$ cat config.mk
export PLATFORM = sky130hd
export DESIGN_NAME = tvf_fault_unit
export DESIGN_NICKNAME = d
export VERILOG_FILES = /design/src/logic/tvf_pkg.sv /design/src/logic/tvf_record_reg.sv /design/src/logic/tvf_fault_unit.sv
export VERILOG_INCLUDE_DIRS = /design/src /design/src/logic
export SDC_FILE = /design/constraint.sdc
export NUM_CORES = 1
export LEC_CHECK = 0
export ABC_AREA = 0
export ABC_CLOCK_PERIOD_IN_PS = 4800
export BUFFER_PORTS_ARGS = -buffer_cell sky130_fd_sc_hd__buf_2
export CORE_UTILIZATION = 40
export CTS_CLUSTER_DIAMETER = 80
export CTS_CLUSTER_SIZE = 25
export DETAILED_ROUTE_END_ITERATION = 7
export HOLD_SLACK_MARGIN = 0.02
export PLACE_DENSITY = 0.67
export REMOVE_ABC_BUFFERS = 1
export SLEW_MARGIN = 20
export SYNTH_ARGS = -nofsm -noshare
export SYNTH_HDL_FRONTEND = slang
export SYNTH_HIERARCHICAL = 1
export SYNTH_SLANG_ARGS = --single-unit
$ cat constraint.sdc
create_clock -name clk -period 4.8 [get_ports clk]
set_input_delay 0 -clock clk [delete_from_list [all_inputs] [get_ports clk]]
set_output_delay 0 -clock clk [all_outputs]
set_load 0.01 [all_outputs]
$ cat src/logic/tvf_consts.svh
// constants for the type and virtual-memory fault reporting block
// assumes inclusion from the fault unit module
`ifndef TVF_CONSTS_SVH
`define TVF_CONSTS_SVH
`define TVF_TYPE_TYPEFLT 8'h0a
`define TVF_TYPE_VMFLT 8'h06
`define TVF_SUB_MISMATCH 8'h01
`define TVF_SUB_CONTENTS 8'h02
`define TVF_SUB_SEGENT 8'h01
`define TVF_SUB_DIRENT 8'h02
`define TVF_SUB_PAGEENT 8'h03
`define TVF_ADDR_HI_LSB 12
`define TVF_SEGIDX_LSB 5
`define TVF_WRITE_WORDS 3'h5
`endif

$ cat src/logic/tvf_pkg.sv
// types for the fault reporting block
// assumes tvf_consts.svh is on the include path
package tvf_pkg;
  typedef enum logic [1:0] {
    TVF_IDLE = 2'b00,
    TVF_WRITE = 2'b01,
    TVF_DISPATCH = 2'b11
  } tvf_state_t;
endpackage

$ cat src/logic/tvf_record_reg.sv
// fault record storage word, loaded by the sequencer
// assumes same-clock load strobes
`timescale 1ns/1ps
module tvf_record_reg (
  input wire logic clk, // core clock
  input wire logic srst, // sync reset
  input wire logic load, // load strobe
  input wire logic [31:0] dIn, // word in
  output logic [31:0] dOut // registered word
);
  logic [31:0] word_reg;
  logic [31:0] word_next;
  // hold or load
  always_comb begin
    word_next = load ? dIn : word_reg;
  end
  always_ff @(posedge clk) begin
    if (srst) begin
      word_reg <= 32'h0;
    end else begin
      word_reg <= word_next;
    end
  end
  assign dOut = word_reg;
endmodule // tvf_record_reg

$ cat src/logic/tvf_fault_unit.sv
// fault detection and fault record writer for type and translation faults
// assumes detect inputs come from same-clock translation and execute logic
`timescale 1ns/1ps
`include "tvf_consts.svh"
module tvf_fault_unit
  import tvf_pkg::*;
(
  input wire logic clk, // core clock
  input wire logic srst, // sync reset
  input wire logic checkValid, // execute check strobe
  input wire logic typeMismatch, // descriptor type wrong
  input wire logic contentsBad, // segment contents bad
  input wire logic xlateValid, // translation walk strobe
  input wire logic segDescValid, // segment descriptor valid flag
  input wire logic dirEntValid, // page_directory_entry valid flag
  input wire logic pageEntValid, // page_table_entry_item valid flag
  input wire logic largeSeg, // large-segment table in use
  input wire logic [31:0] faultAddr, // address faulted on
  input wire logic [26:0] segIndex, // segment index
  input wire logic [31:0] instIp, // faulting instruction IP
  input wire logic canSuspend, // instruction supports suspend
  input wire logic dispatchAck, // dispatch took record
  output logic busy, // record being built or awaiting dispatch ack
  output logic dispatchReq, // handler dispatch request
  output logic [7:0] faultType, // fault type code
  output logic [7:0] faultSubtype, // fault subtype code
  output logic [31:0] faultData0, // fault data word 0
  output logic [31:0] faultData1, // fault data word 1
  output logic [31:0] faultIp, // faulting instruction IP field
  output logic [31:0] savedIp, // saved IP
  output logic savedIpValid, // saved IP provided
  output logic restartable, // return to fault point allowed
  output logic suspended, // instruction suspended, resume pending
  output logic stateUndefined // process state undefined
);
  // ------------------------------------------------------------
  // detection
  // ------------------------------------------------------------
  logic typeHit;
  logic vmHit;
  logic [7:0] subNext;
  logic [31:0] d0Next;
  logic [31:0] d1Next;
  always_comb begin
    typeHit = checkValid && (typeMismatch || contentsBad);
    vmHit = xlateValid && (!segDescValid || !dirEntValid || !pageEntValid);
    subNext = 8'h00;
    d0Next = 32'h0;
    d1Next = 32'h0;
    if (vmHit) begin
      if (!segDescValid) begin
        subNext = `TVF_SUB_SEGENT;
        d1Next = {segIndex, 5'h00};
      end else if (!dirEntValid) begin
        subNext = `TVF_SUB_DIRENT;
        d0Next = {faultAddr[31:`TVF_ADDR_HI_LSB], 12'h000};
      end else begin
        subNext = `TVF_SUB_PAGEENT;
        d0Next = {faultAddr[31:`TVF_ADDR_HI_LSB], 12'h000};
        if (largeSeg) begin
          d1Next = {segIndex, 5'h00};
        end
      end
    end else if (typeHit) begin
      subNext = typeMismatch ? `TVF_SUB_MISMATCH : `TVF_SUB_CONTENTS;
    end
  end

  // ------------------------------------------------------------
  // sequencer
  // ------------------------------------------------------------
  tvf_state_t state_reg, state_next;
  logic [2:0] cnt_reg, cnt_next;
  logic [7:0] type_reg, type_next, sub_reg, sub_next;
  logic [31:0] d0_reg, d0_next, d1_reg, d1_next, ip_reg, ip_next;
  logic isVm_reg, isVm_next, susp_reg, susp_next;
  always_comb begin
    state_next = state_reg;
    cnt_next = cnt_reg;
    type_next = type_reg;
    sub_next = sub_reg;
    d0_next = d0_reg;
    d1_next = d1_reg;
    ip_next = ip_reg;
    isVm_next = isVm_reg;
    susp_next = susp_reg;
    case (state_reg)
      TVF_IDLE: begin
        if (vmHit || typeHit) begin
          type_next = vmHit ? `TVF_TYPE_VMFLT : `TVF_TYPE_TYPEFLT;
          sub_next = subNext;
          d0_next = d0Next;
          d1_next = d1Next;
          ip_next = instIp;
          isVm_next = vmHit;
          susp_next = vmHit && canSuspend;
          cnt_next = 3'h0;
          state_next = TVF_WRITE;
        end
      end
      TVF_WRITE: begin
        cnt_next = cnt_reg + 3'h1;
        if (cnt_reg == `TVF_WRITE_WORDS - 3'h1) begin
          state_next = TVF_DISPATCH;
        end
      end
      TVF_DISPATCH: begin
        if (dispatchAck) begin
          state_next = TVF_IDLE;
        end
      end
      default: state_next = TVF_IDLE;
    endcase
  end
  always_ff @(posedge clk) begin
    if (srst) begin
      state_reg <= TVF_IDLE;
      cnt_reg <= 3'h0;
      type_reg <= 8'h00;
      sub_reg <= 8'h00;
      d0_reg <= 32'h0;
      d1_reg <= 32'h0;
      ip_reg <= 32'h0;
      isVm_reg <= 1'b0;
      susp_reg <= 1'b0;
    end else begin
      state_reg <= state_next;
      cnt_reg <= cnt_next;
      type_reg <= type_next;
      sub_reg <= sub_next;
      d0_reg <= d0_next;
      d1_reg <= d1_next;
      ip_reg <= ip_next;
      isVm_reg <= isVm_next;
      susp_reg <= susp_next;
    end
  end

  // ------------------------------------------------------------
  // record words, one written per cycle
  // ------------------------------------------------------------
  logic inWrite;
  logic [31:0] typeWord;
  logic [31:0] typeWordOut;
  assign inWrite = (state_reg == TVF_WRITE);
  assign typeWord = {16'h0000, type_reg, sub_reg};
  tvf_record_reg uTypeWord (.clk(clk), .srst(srst), .load(inWrite && cnt_reg == 3'h0),
    .dIn(typeWord), .dOut(typeWordOut));
  tvf_record_reg uData0 (.clk(clk), .srst(srst), .load(inWrite && cnt_reg == 3'h1),
    .dIn(d0_reg), .dOut(faultData0));
  tvf_record_reg uData1 (.clk(clk), .srst(srst), .load(inWrite && cnt_reg == 3'h2),
    .dIn(d1_reg), .dOut(faultData1));
  tvf_record_reg uFaultIp (.clk(clk), .srst(srst), .load(inWrite && cnt_reg == 3'h3),
    .dIn(ip_reg), .dOut(faultIp));
  tvf_record_reg uSavedIp (.clk(clk), .srst(srst), .load(inWrite && cnt_reg == 3'h4),
    .dIn(isVm_reg ? ip_reg : 32'h0), .dOut(savedIp));

  // ------------------------------------------------------------
  // status outputs
  // ------------------------------------------------------------
  logic [3:0] flags_reg, flags_next;
  always_comb begin
    flags_next = flags_reg;
    if (inWrite && cnt_reg == 3'h4) begin
      flags_next = {isVm_reg, isVm_reg, susp_reg, !isVm_reg};
    end
  end
  always_ff @(posedge clk) begin
    if (srst) begin
      flags_reg <= 4'h0;
    end else begin
      flags_reg <= flags_next;
    end
  end
  assign faultType = typeWordOut[15:8];
  assign faultSubtype = typeWordOut[7:0];
  assign savedIpValid = flags_reg[3];
  assign restartable = flags_reg[2];
  assign suspended = flags_reg[1];
  assign stateUndefined = flags_reg[0];
  assign busy = (state_reg != TVF_IDLE);
  assign dispatchReq = (state_reg == TVF_DISPATCH);

  // ------------------------------------------------------------
  // assertions
  // ------------------------------------------------------------
  a_type_code: assert property (@(posedge clk) disable iff (srst)
    dispatchReq && !isVm_reg |-> faultType == 8'h0a && (faultSubtype == 8'h01 || faultSubtype == 8'h02))
    else $error("type fault code wrong");
  a_mismatch_sub: assert property (@(posedge clk) disable iff (srst)
    !busy && !vmHit && checkValid && typeMismatch |-> ##6 faultSubtype == 8'h01)
    else $error("mismatch subtype wrong");
  a_contents_sub: assert property (@(posedge clk) disable iff (srst)
    !busy && !vmHit && checkValid && contentsBad && !typeMismatch |-> ##6 faultSubtype == 8'h02)
    else $error("contents subtype wrong");
  a_type_data: assert property (@(posedge clk) disable iff (srst)
    dispatchReq && !isVm_reg |-> faultData0 == 32'h0 && faultData1 == 32'h0 && !savedIpValid)
    else $error("type fault data used");
  a_type_undef: assert property (@(posedge clk) disable iff (srst)
    dispatchReq && !isVm_reg |-> stateUndefined && !restartable)
    else $error("type fault marked restartable");
  a_vm_code: assert property (@(posedge clk) disable iff (srst)
    dispatchReq && isVm_reg |-> faultType == 8'h06)
    else $error("vm fault code wrong");
  a_seg_sub: assert property (@(posedge clk) disable iff (srst)
    !busy && xlateValid && !segDescValid |-> ##6 faultSubtype == 8'h01 && faultData1[31:5] == $past(segIndex, 6))
    else $error("segment fault record wrong");
  a_dir_sub: assert property (@(posedge clk) disable iff (srst)
    !busy && xlateValid && segDescValid && !dirEntValid |-> ##6 faultSubtype == 8'h02)
    else $error("directory subtype wrong");
  a_page_sub: assert property (@(posedge clk) disable iff (srst)
    !busy && xlateValid && segDescValid && dirEntValid && !pageEntValid |-> ##6 faultSubtype == 8'h03)
    else $error("page subtype wrong");
  a_addr_word: assert property (@(posedge clk) disable iff (srst)
    !busy && xlateValid && segDescValid && !dirEntValid |-> ##6 faultData0[31:12] == $past(faultAddr[31:12], 6))
    else $error("address word wrong");
  a_large_seg: assert property (@(posedge clk) disable iff (srst)
    !busy && xlateValid && segDescValid && dirEntValid && !pageEntValid && largeSeg
      |-> ##6 faultData1[31:5] == $past(segIndex, 6))
    else $error("large segment index wrong");
  a_saved_ip: assert property (@(posedge clk) disable iff (srst)
    dispatchReq && isVm_reg |-> savedIp == faultIp && savedIpValid)
    else $error("saved ip mismatch");
  a_vm_restart: assert property (@(posedge clk) disable iff (srst)
    dispatchReq && isVm_reg |-> restartable && !stateUndefined)
    else $error("vm fault not restartable");
  a_suspend_sel: assert property (@(posedge clk) disable iff (srst)
    !busy && vmHit |-> ##6 suspended == $past(canSuspend, 6))
    else $error("suspend choice wrong");
  a_record_first: assert property (@(posedge clk) disable iff (srst)
    !busy && (vmHit || typeHit) |-> !dispatchReq [*6] ##1 dispatchReq)
    else $error("dispatch before record done");
  c_type_fault: cover property (@(posedge clk) disable iff (srst) dispatchReq && !isVm_reg);
  c_seg_fault: cover property (@(posedge clk) disable iff (srst) dispatchReq && isVm_reg && faultSubtype == 8'h01);
  c_page_large: cover property (@(posedge clk) disable iff (srst) dispatchReq && faultSubtype == 8'h03 && largeSeg);
  c_suspend: cover property (@(posedge clk) disable iff (srst) dispatchReq && suspended);
endmodule // tvf_fault_unit

==> reports/results.ini, run 1 <==
[global_routing]
gr-max-usage-layer = met2
grt_usage_pct = 17.5
grt_overflow = 0
antenna_found_initial = 0
first_global_vias = 6599
gr-usage-met1_pct = 21.5
use_met3_pct = 5.51
grt_max_degree = 73
met2_usage_pct = 29.9
grt_pass1_wl_um = 32500

[route]
drt_iter0_markers = 216
firstDrtPassIters = 4
avgRoutedWirePerCell_um = 14.9
drc = 0
drt-total-wl_um = 21300
vias = 6712
routed_via_density = 4.69
postRouteAntennaNets = 0

[clocking]
ctsHtreeMaxLevel = 1
cts_buffers = 13
cts_root_buffer = clkbuf_16
clockBufferDepth = 3
clk_pin_slew_ps = 100
clk-insertion-delay-late_ps = 480
cts_tree = built
clkSinkCount = 237
postCtsSetupBuffers = 0
cts_resized = 0

[worst_setup_path]
startpoint_type = primary input
slowest_stage = buf_4
path_class = primary input to flop
cp_max_fo = 53
cpMostUsedCell = buf_4
slowest_delay_ps = 600
rrSetupSlack_ps = 2330
setup.worst_path.start = srst
r2r-start = state_reg[1]$_SDFFE_PP0P_
cp.required_ps = 5160
crit_path_end_kind = flop
crit_arrival_ps = 2850
path_cells = dlygate4sd3_1, buf_4, buf_4, a221oi_4, buf_4, a32o_1, dlygate4sd3_1

[synth]
synthesis.area_mm2 = 0.00894
yosys_warnings = 6
syn_avg_cell_area_um2 = 10.7
syn_inst = 832

[cells_and_area]
antenna_cells = 0
final_util_pct = 52.4
drive_gt1_share_pct = 25.0
multi_input_area_mm2 = 0.00381
nNetsFinal = 1257
synthToLayoutAreaGrowth_pct = 28.3
ff_latch_area_mm2 = 0.00474
fin_area_mm2 = 0.0115
fill_cells = 1970

[hold_path]
hold_start = typeMismatch
hold_path.class = primary input to flop

[place]
gp_congestion = 0.718
placed_area_mm2 = 0.0102
dp_slack_ps = 2630
numPortBuffers = 240
dp_hpwl_um = 12900

[floorplanning]
num_io_pins = 253
initial_core_util_pct = 40.8
dieArea_mm2 = 0.0229
num_rows = 54
die_x_um = 151
core_mm2 = 0.0219
die_h_um = 151

[timing]
hold_violations = 0
period_minus_slack_ps = 2490
drv_slew = 0
finalCritPeriodShare_pct = 51.9
setup_viol = 0
rsz0062_at_grt = no
worst_slack_ps = 2310
relSlewSlack_pct = 44.6
setup_tns_ps = 0
tightest_slew_ps = 831
max_freq_ghz = 0.401
skew_ps = 16.9

[power]
power_per_cell_area_mw_per_mm2 = 313
irDropWorstVdd_mv = 0.184
power_leakage_nw = 5.02
finalPower_mw = 3.58

[status]
status = finished, final reports clean

[job]
maxCapViolCount = 0

layout make-up:
| class | count | area share (%) |
|---|---|---|
| clock buffer | 14 | 2.87 |
| clock inverter | 3 | 0.371 |
| inverter | 8 | 0.262 |
| multi-input combinational | 551 | 33.3 |
| sequential | 237 | 41.4 |
| tap | 280 | 3.06 |
| timing repair buffer | 338 | 18.8 |
critical path, delay by kind of cell:
| kind | cells | cell delay [ps] |
|---|---|---|
| buffers and inverters | 5 | 2490 |
| AOI/OAI and AO/OA | 2 | 340 |
per-stage QoR:
step | hold slack, ps | instances
after floorplan | 69.1 | 796
after global placement | 212 | 1328
after detailed placement | 212 | 1328
after CTS | 58.6 | 1431
after global routing | 91.9 | 1431
final | 89.1 | 1431
timing repair:
action / CTS / global route
hold buffers: 86 / 0
hold endpoints to repair: 125 / 0
setup endpoints to repair: 0 / 0
cell usage in the layout (no fill, tap or decap), drive strengths merged, types with 5 or more instances in the layout:
cell type,count
dfxtp,237
nand3,5
nor2,149
dlygate4sd3,86
inv,8
a22o,47
conb,28
nand2,69
ha,5
clkbuf,14
mux2i,178
buf,252
and2,34
where the power goes:
group	internal [mW]	total, mW	switching [mW]
sequential	2.03	2.06	0.0362
clock	0.551	1.17	0.619
combinational	0.174	0.352	0.177
total	2.75	3.58	0.833
final timing paths:
check / to / cells after the start
setup reg to reg: sub_reg[0]$_SDFFE_PP0P_ / 5
hold / removal: state_reg[0]$_SDFFE_PP0P_ / 4
setup / recovery: sub_reg[0]$_SDFFE_PP0P_ / 7
hold reg to reg: ip_reg[30]$_SDFFE_PP0P_ / 2
metal layers:
layer / share of wire [%] / up-vias / wire length [um]
li1: - / 3395 / -
met1: 45 / 3094 / 9540
met2: 45 / 204 / 9520
met3: 9.3 / 19 / 1990
met4: 1.2 / 0 / 250
met5: 0 / - / 0
Power figures use the tool's default switching activity.
==> inputs of run 2 (changes only) <==
Settings changed: ABC_CLOCK_PERIOD_IN_PS 4800 to 2200, PLACE_DENSITY 0.67 to 0.7.
Clock period 4.8 ns to 2.2 ns, I/O delays scaled along.
==> run 2 against run 1 <==
Net effect: critical path type is now flop to flop; clock power increased by 110%; cell count rose by 0.42%; sequential power is 120% higher; global-route usage rose by 0.19 points; register-to-register slack lost 2000 ps; critical path depth shrank 2; critical endpoint is now susp_reg$_SDFFE_PP0P_; clock-buffer cell count rose by 1; worst hold slack got worse by 5.9 ps; sequential share of layout area fell by 0.48 points; combinational power up 120%; cell area is 1.2% higher.
==> reports/results.ini, run 2 (same netlist as run 1, synthesis figures left out) <==
[status]
status = finished, final reports clean

[route]
postRouteAntennaNets = 0
drt_iter0_markers = 207
drt-total-wl_um = 21500
vias = 6778
firstDrtPassIters = 4
routed_via_density = 4.72
avgRoutedWirePerCell_um = 15.0
drc = 0

[place]
gp_congestion = 0.725
numPortBuffers = 240
dp_hpwl_um = 12800
placed_area_mm2 = 0.0103

[global_routing]
use_met3_pct = 4.79
met2_usage_pct = 30.5
grt_max_degree = 143
antenna_found_initial = 0
grt_pass1_wl_um = 32900
gr-max-usage-layer = met2
grt_usage_pct = 17.7
gr-usage-met1_pct = 21.8
first_global_vias = 6538
grt_overflow = 0

[cells_and_area]
antenna_cells = 0
layout_commonest_cell = buf_2
nNetsFinal = 1263
fin_area_mm2 = 0.0116
drive_gt1_share_pct = 24.9
final_cell_mix = 239 x buf_2, 237 x dfxtp_1, 178 x mux2i_1
synthToLayoutAreaGrowth_pct = 29.8

[worst_setup_path]
crit_path_end_kind = flop
path_cells = nor2_1, inv_1, o221ai_1, a21oi_1, dlygate4sd3_1
startpoint_type = flop
crit_arrival_ps = 2220
ff2ff_path_depth = 5
rrSetupSlack_ps = 350
slowest_stage = dlygate4sd3_1
path_class = flop to flop
cp.required_ps = 2560
setup.worst_path.start = state_reg[0]$_SDFFE_PP0P_
slowest_delay_ps = 570
cp_max_fo = 12
setup.worst_path.end = susp_reg$_SDFFE_PP0P_
r2r-start = state_reg[0]$_SDFFE_PP0P_
reg2reg_to = susp_reg$_SDFFE_PP0P_

[timing]
period_minus_slack_ps = 1850
max_freq_ghz = 0.539
timing.hold.ws_ps = 83.2
tightest_slew_ps = 658
drv_slew = 0
hold_violations = 0
setup_viol = 0
relSlewSlack_pct = 56.1
skew_ps = 18.2
finalCritPeriodShare_pct = 84.3
rsz0062_at_grt = no

[floorplanning]
die_h_um = 151
initial_core_util_pct = 40.8
die_x_um = 151
dieArea_mm2 = 0.0229
core_mm2 = 0.0219
num_io_pins = 253
num_rows = 54

[power]
p_int_mw = 5.91
clock_power_share_pct = 31.8
power_leakage_nw = 5.06
irDropWorstVdd_mv = 0.573
power_frac_seq_pct = 58.1
sw_frac_of_total_pct = 23.7
power_per_cell_area_mw_per_mm2 = 668
finalPower_mw = 7.75
p_switching_mw = 1.84
combPwrFrac_pct = 10.1

[clocking]
clk_pin_slew_ps = 100
cts_resized = 0
clockBufferDepth = 3
ctsHtreeMaxLevel = 1
cts_tree = built
clk-insertion-delay-late_ps = 480
cts_buffers = 13
cts_root_buffer = clkbuf_16
clkSinkCount = 237

[job]
maxCapViolCount = 0

[hold_path]
hold_path.class = primary input to flop

run 2: cell count changes in the layout (fill, tap and decap cells not counted):
cell	previous run	this run
clkinv_4	0	1
clkinv_2	1	0
clkbuf_1	1	2
buf_12	0	8
bufinv_16	1	0
buf_4	13	6
dlygate4sd3_1	86	91
run 2: through the flow:
stage          std cells  utilization, %  setup TNS, ps  setup WS (ps)
6_report            1437            53.0              0            345
3_5_place_dp        1329            47.2              0            400
3_3_place_gp        1329            47.2              0            409
5_1_grt             1437            53.0              0            185
4_1_cts             1437            53.0              0            334
2_1_floorplan        796               -        -355280          -3350
run 2: what timing repair did:
item                                   CTS  global route
endpoints found under the hold margin   92             0
hold buffers                            91             0
buffers inserted                         0             0
setup endpoints to repair                0             0
run 2: layout make-up:
cell class	instances	area, um2
Clock inverter	2	16.3
Fill cell	1905	10300
Timing Repair Buffer	344	2310
Multi-Input combinational cell	551	3810
Inverter	8	30.0
Clock buffer	15	333
Sequential cell	237	4740
Tap cell	280	350
run 2: critical path, delay by kind of cell (launching register included):
| kind | cells | cell delay [ps] |
|---|---|---|
| compound gates | 2 | 310 |
| buf+inv | 2 | 720 |
| flops | 1 | 430 |
| simple gates | 1 | 300 |
run 2: how the worst min path moves through the flow:
stage                             start                         to  slack, ps  cells after the start
after floorplan                    srst      susp_reg$_SDFFE_PP0P_         70                      1
after global placement    faultAddr[15]    d0_reg[15]$_SDFFE_PP0P_        210                      2
after detailed placement  faultAddr[28]    d0_reg[28]$_SDFFE_PP0P_        210                      2
after CTS                   contentsBad  state_reg[0]$_SDFFE_PP0P_         70                      4
after global routing        contentsBad  state_reg[0]$_SDFFE_PP0P_        100                      4
final                       contentsBad  state_reg[0]$_SDFFE_PP0P_         80                      4
run 2: power groups by stage:
| stage | clock [mW] | sequential (mW) | combinational, mW |
|---|---|---|---|
| finish | 2.46 | 4.50 | 0.785 |
| CTS | 2.56 | 4.50 | 0.788 |
| detailed placement | 0 | 4.60 | 0.657 |
| global route | 2.70 | 4.52 | 0.856 |
| floorplan | 0 | 4.60 | 0.355 |
| global placement | 0 | 4.60 | 0.646 |
run 2: metal layers:
| layer | vias up | part of all wire, % |
|---|---|---|
| li1 | 3415 | - |
| met1 | 3126 | 43 |
| met2 | 216 | 46 |
| met3 | 21 | 8.5 |
| met4 | 0 | 1.9 |
| met5 | - | 0 |
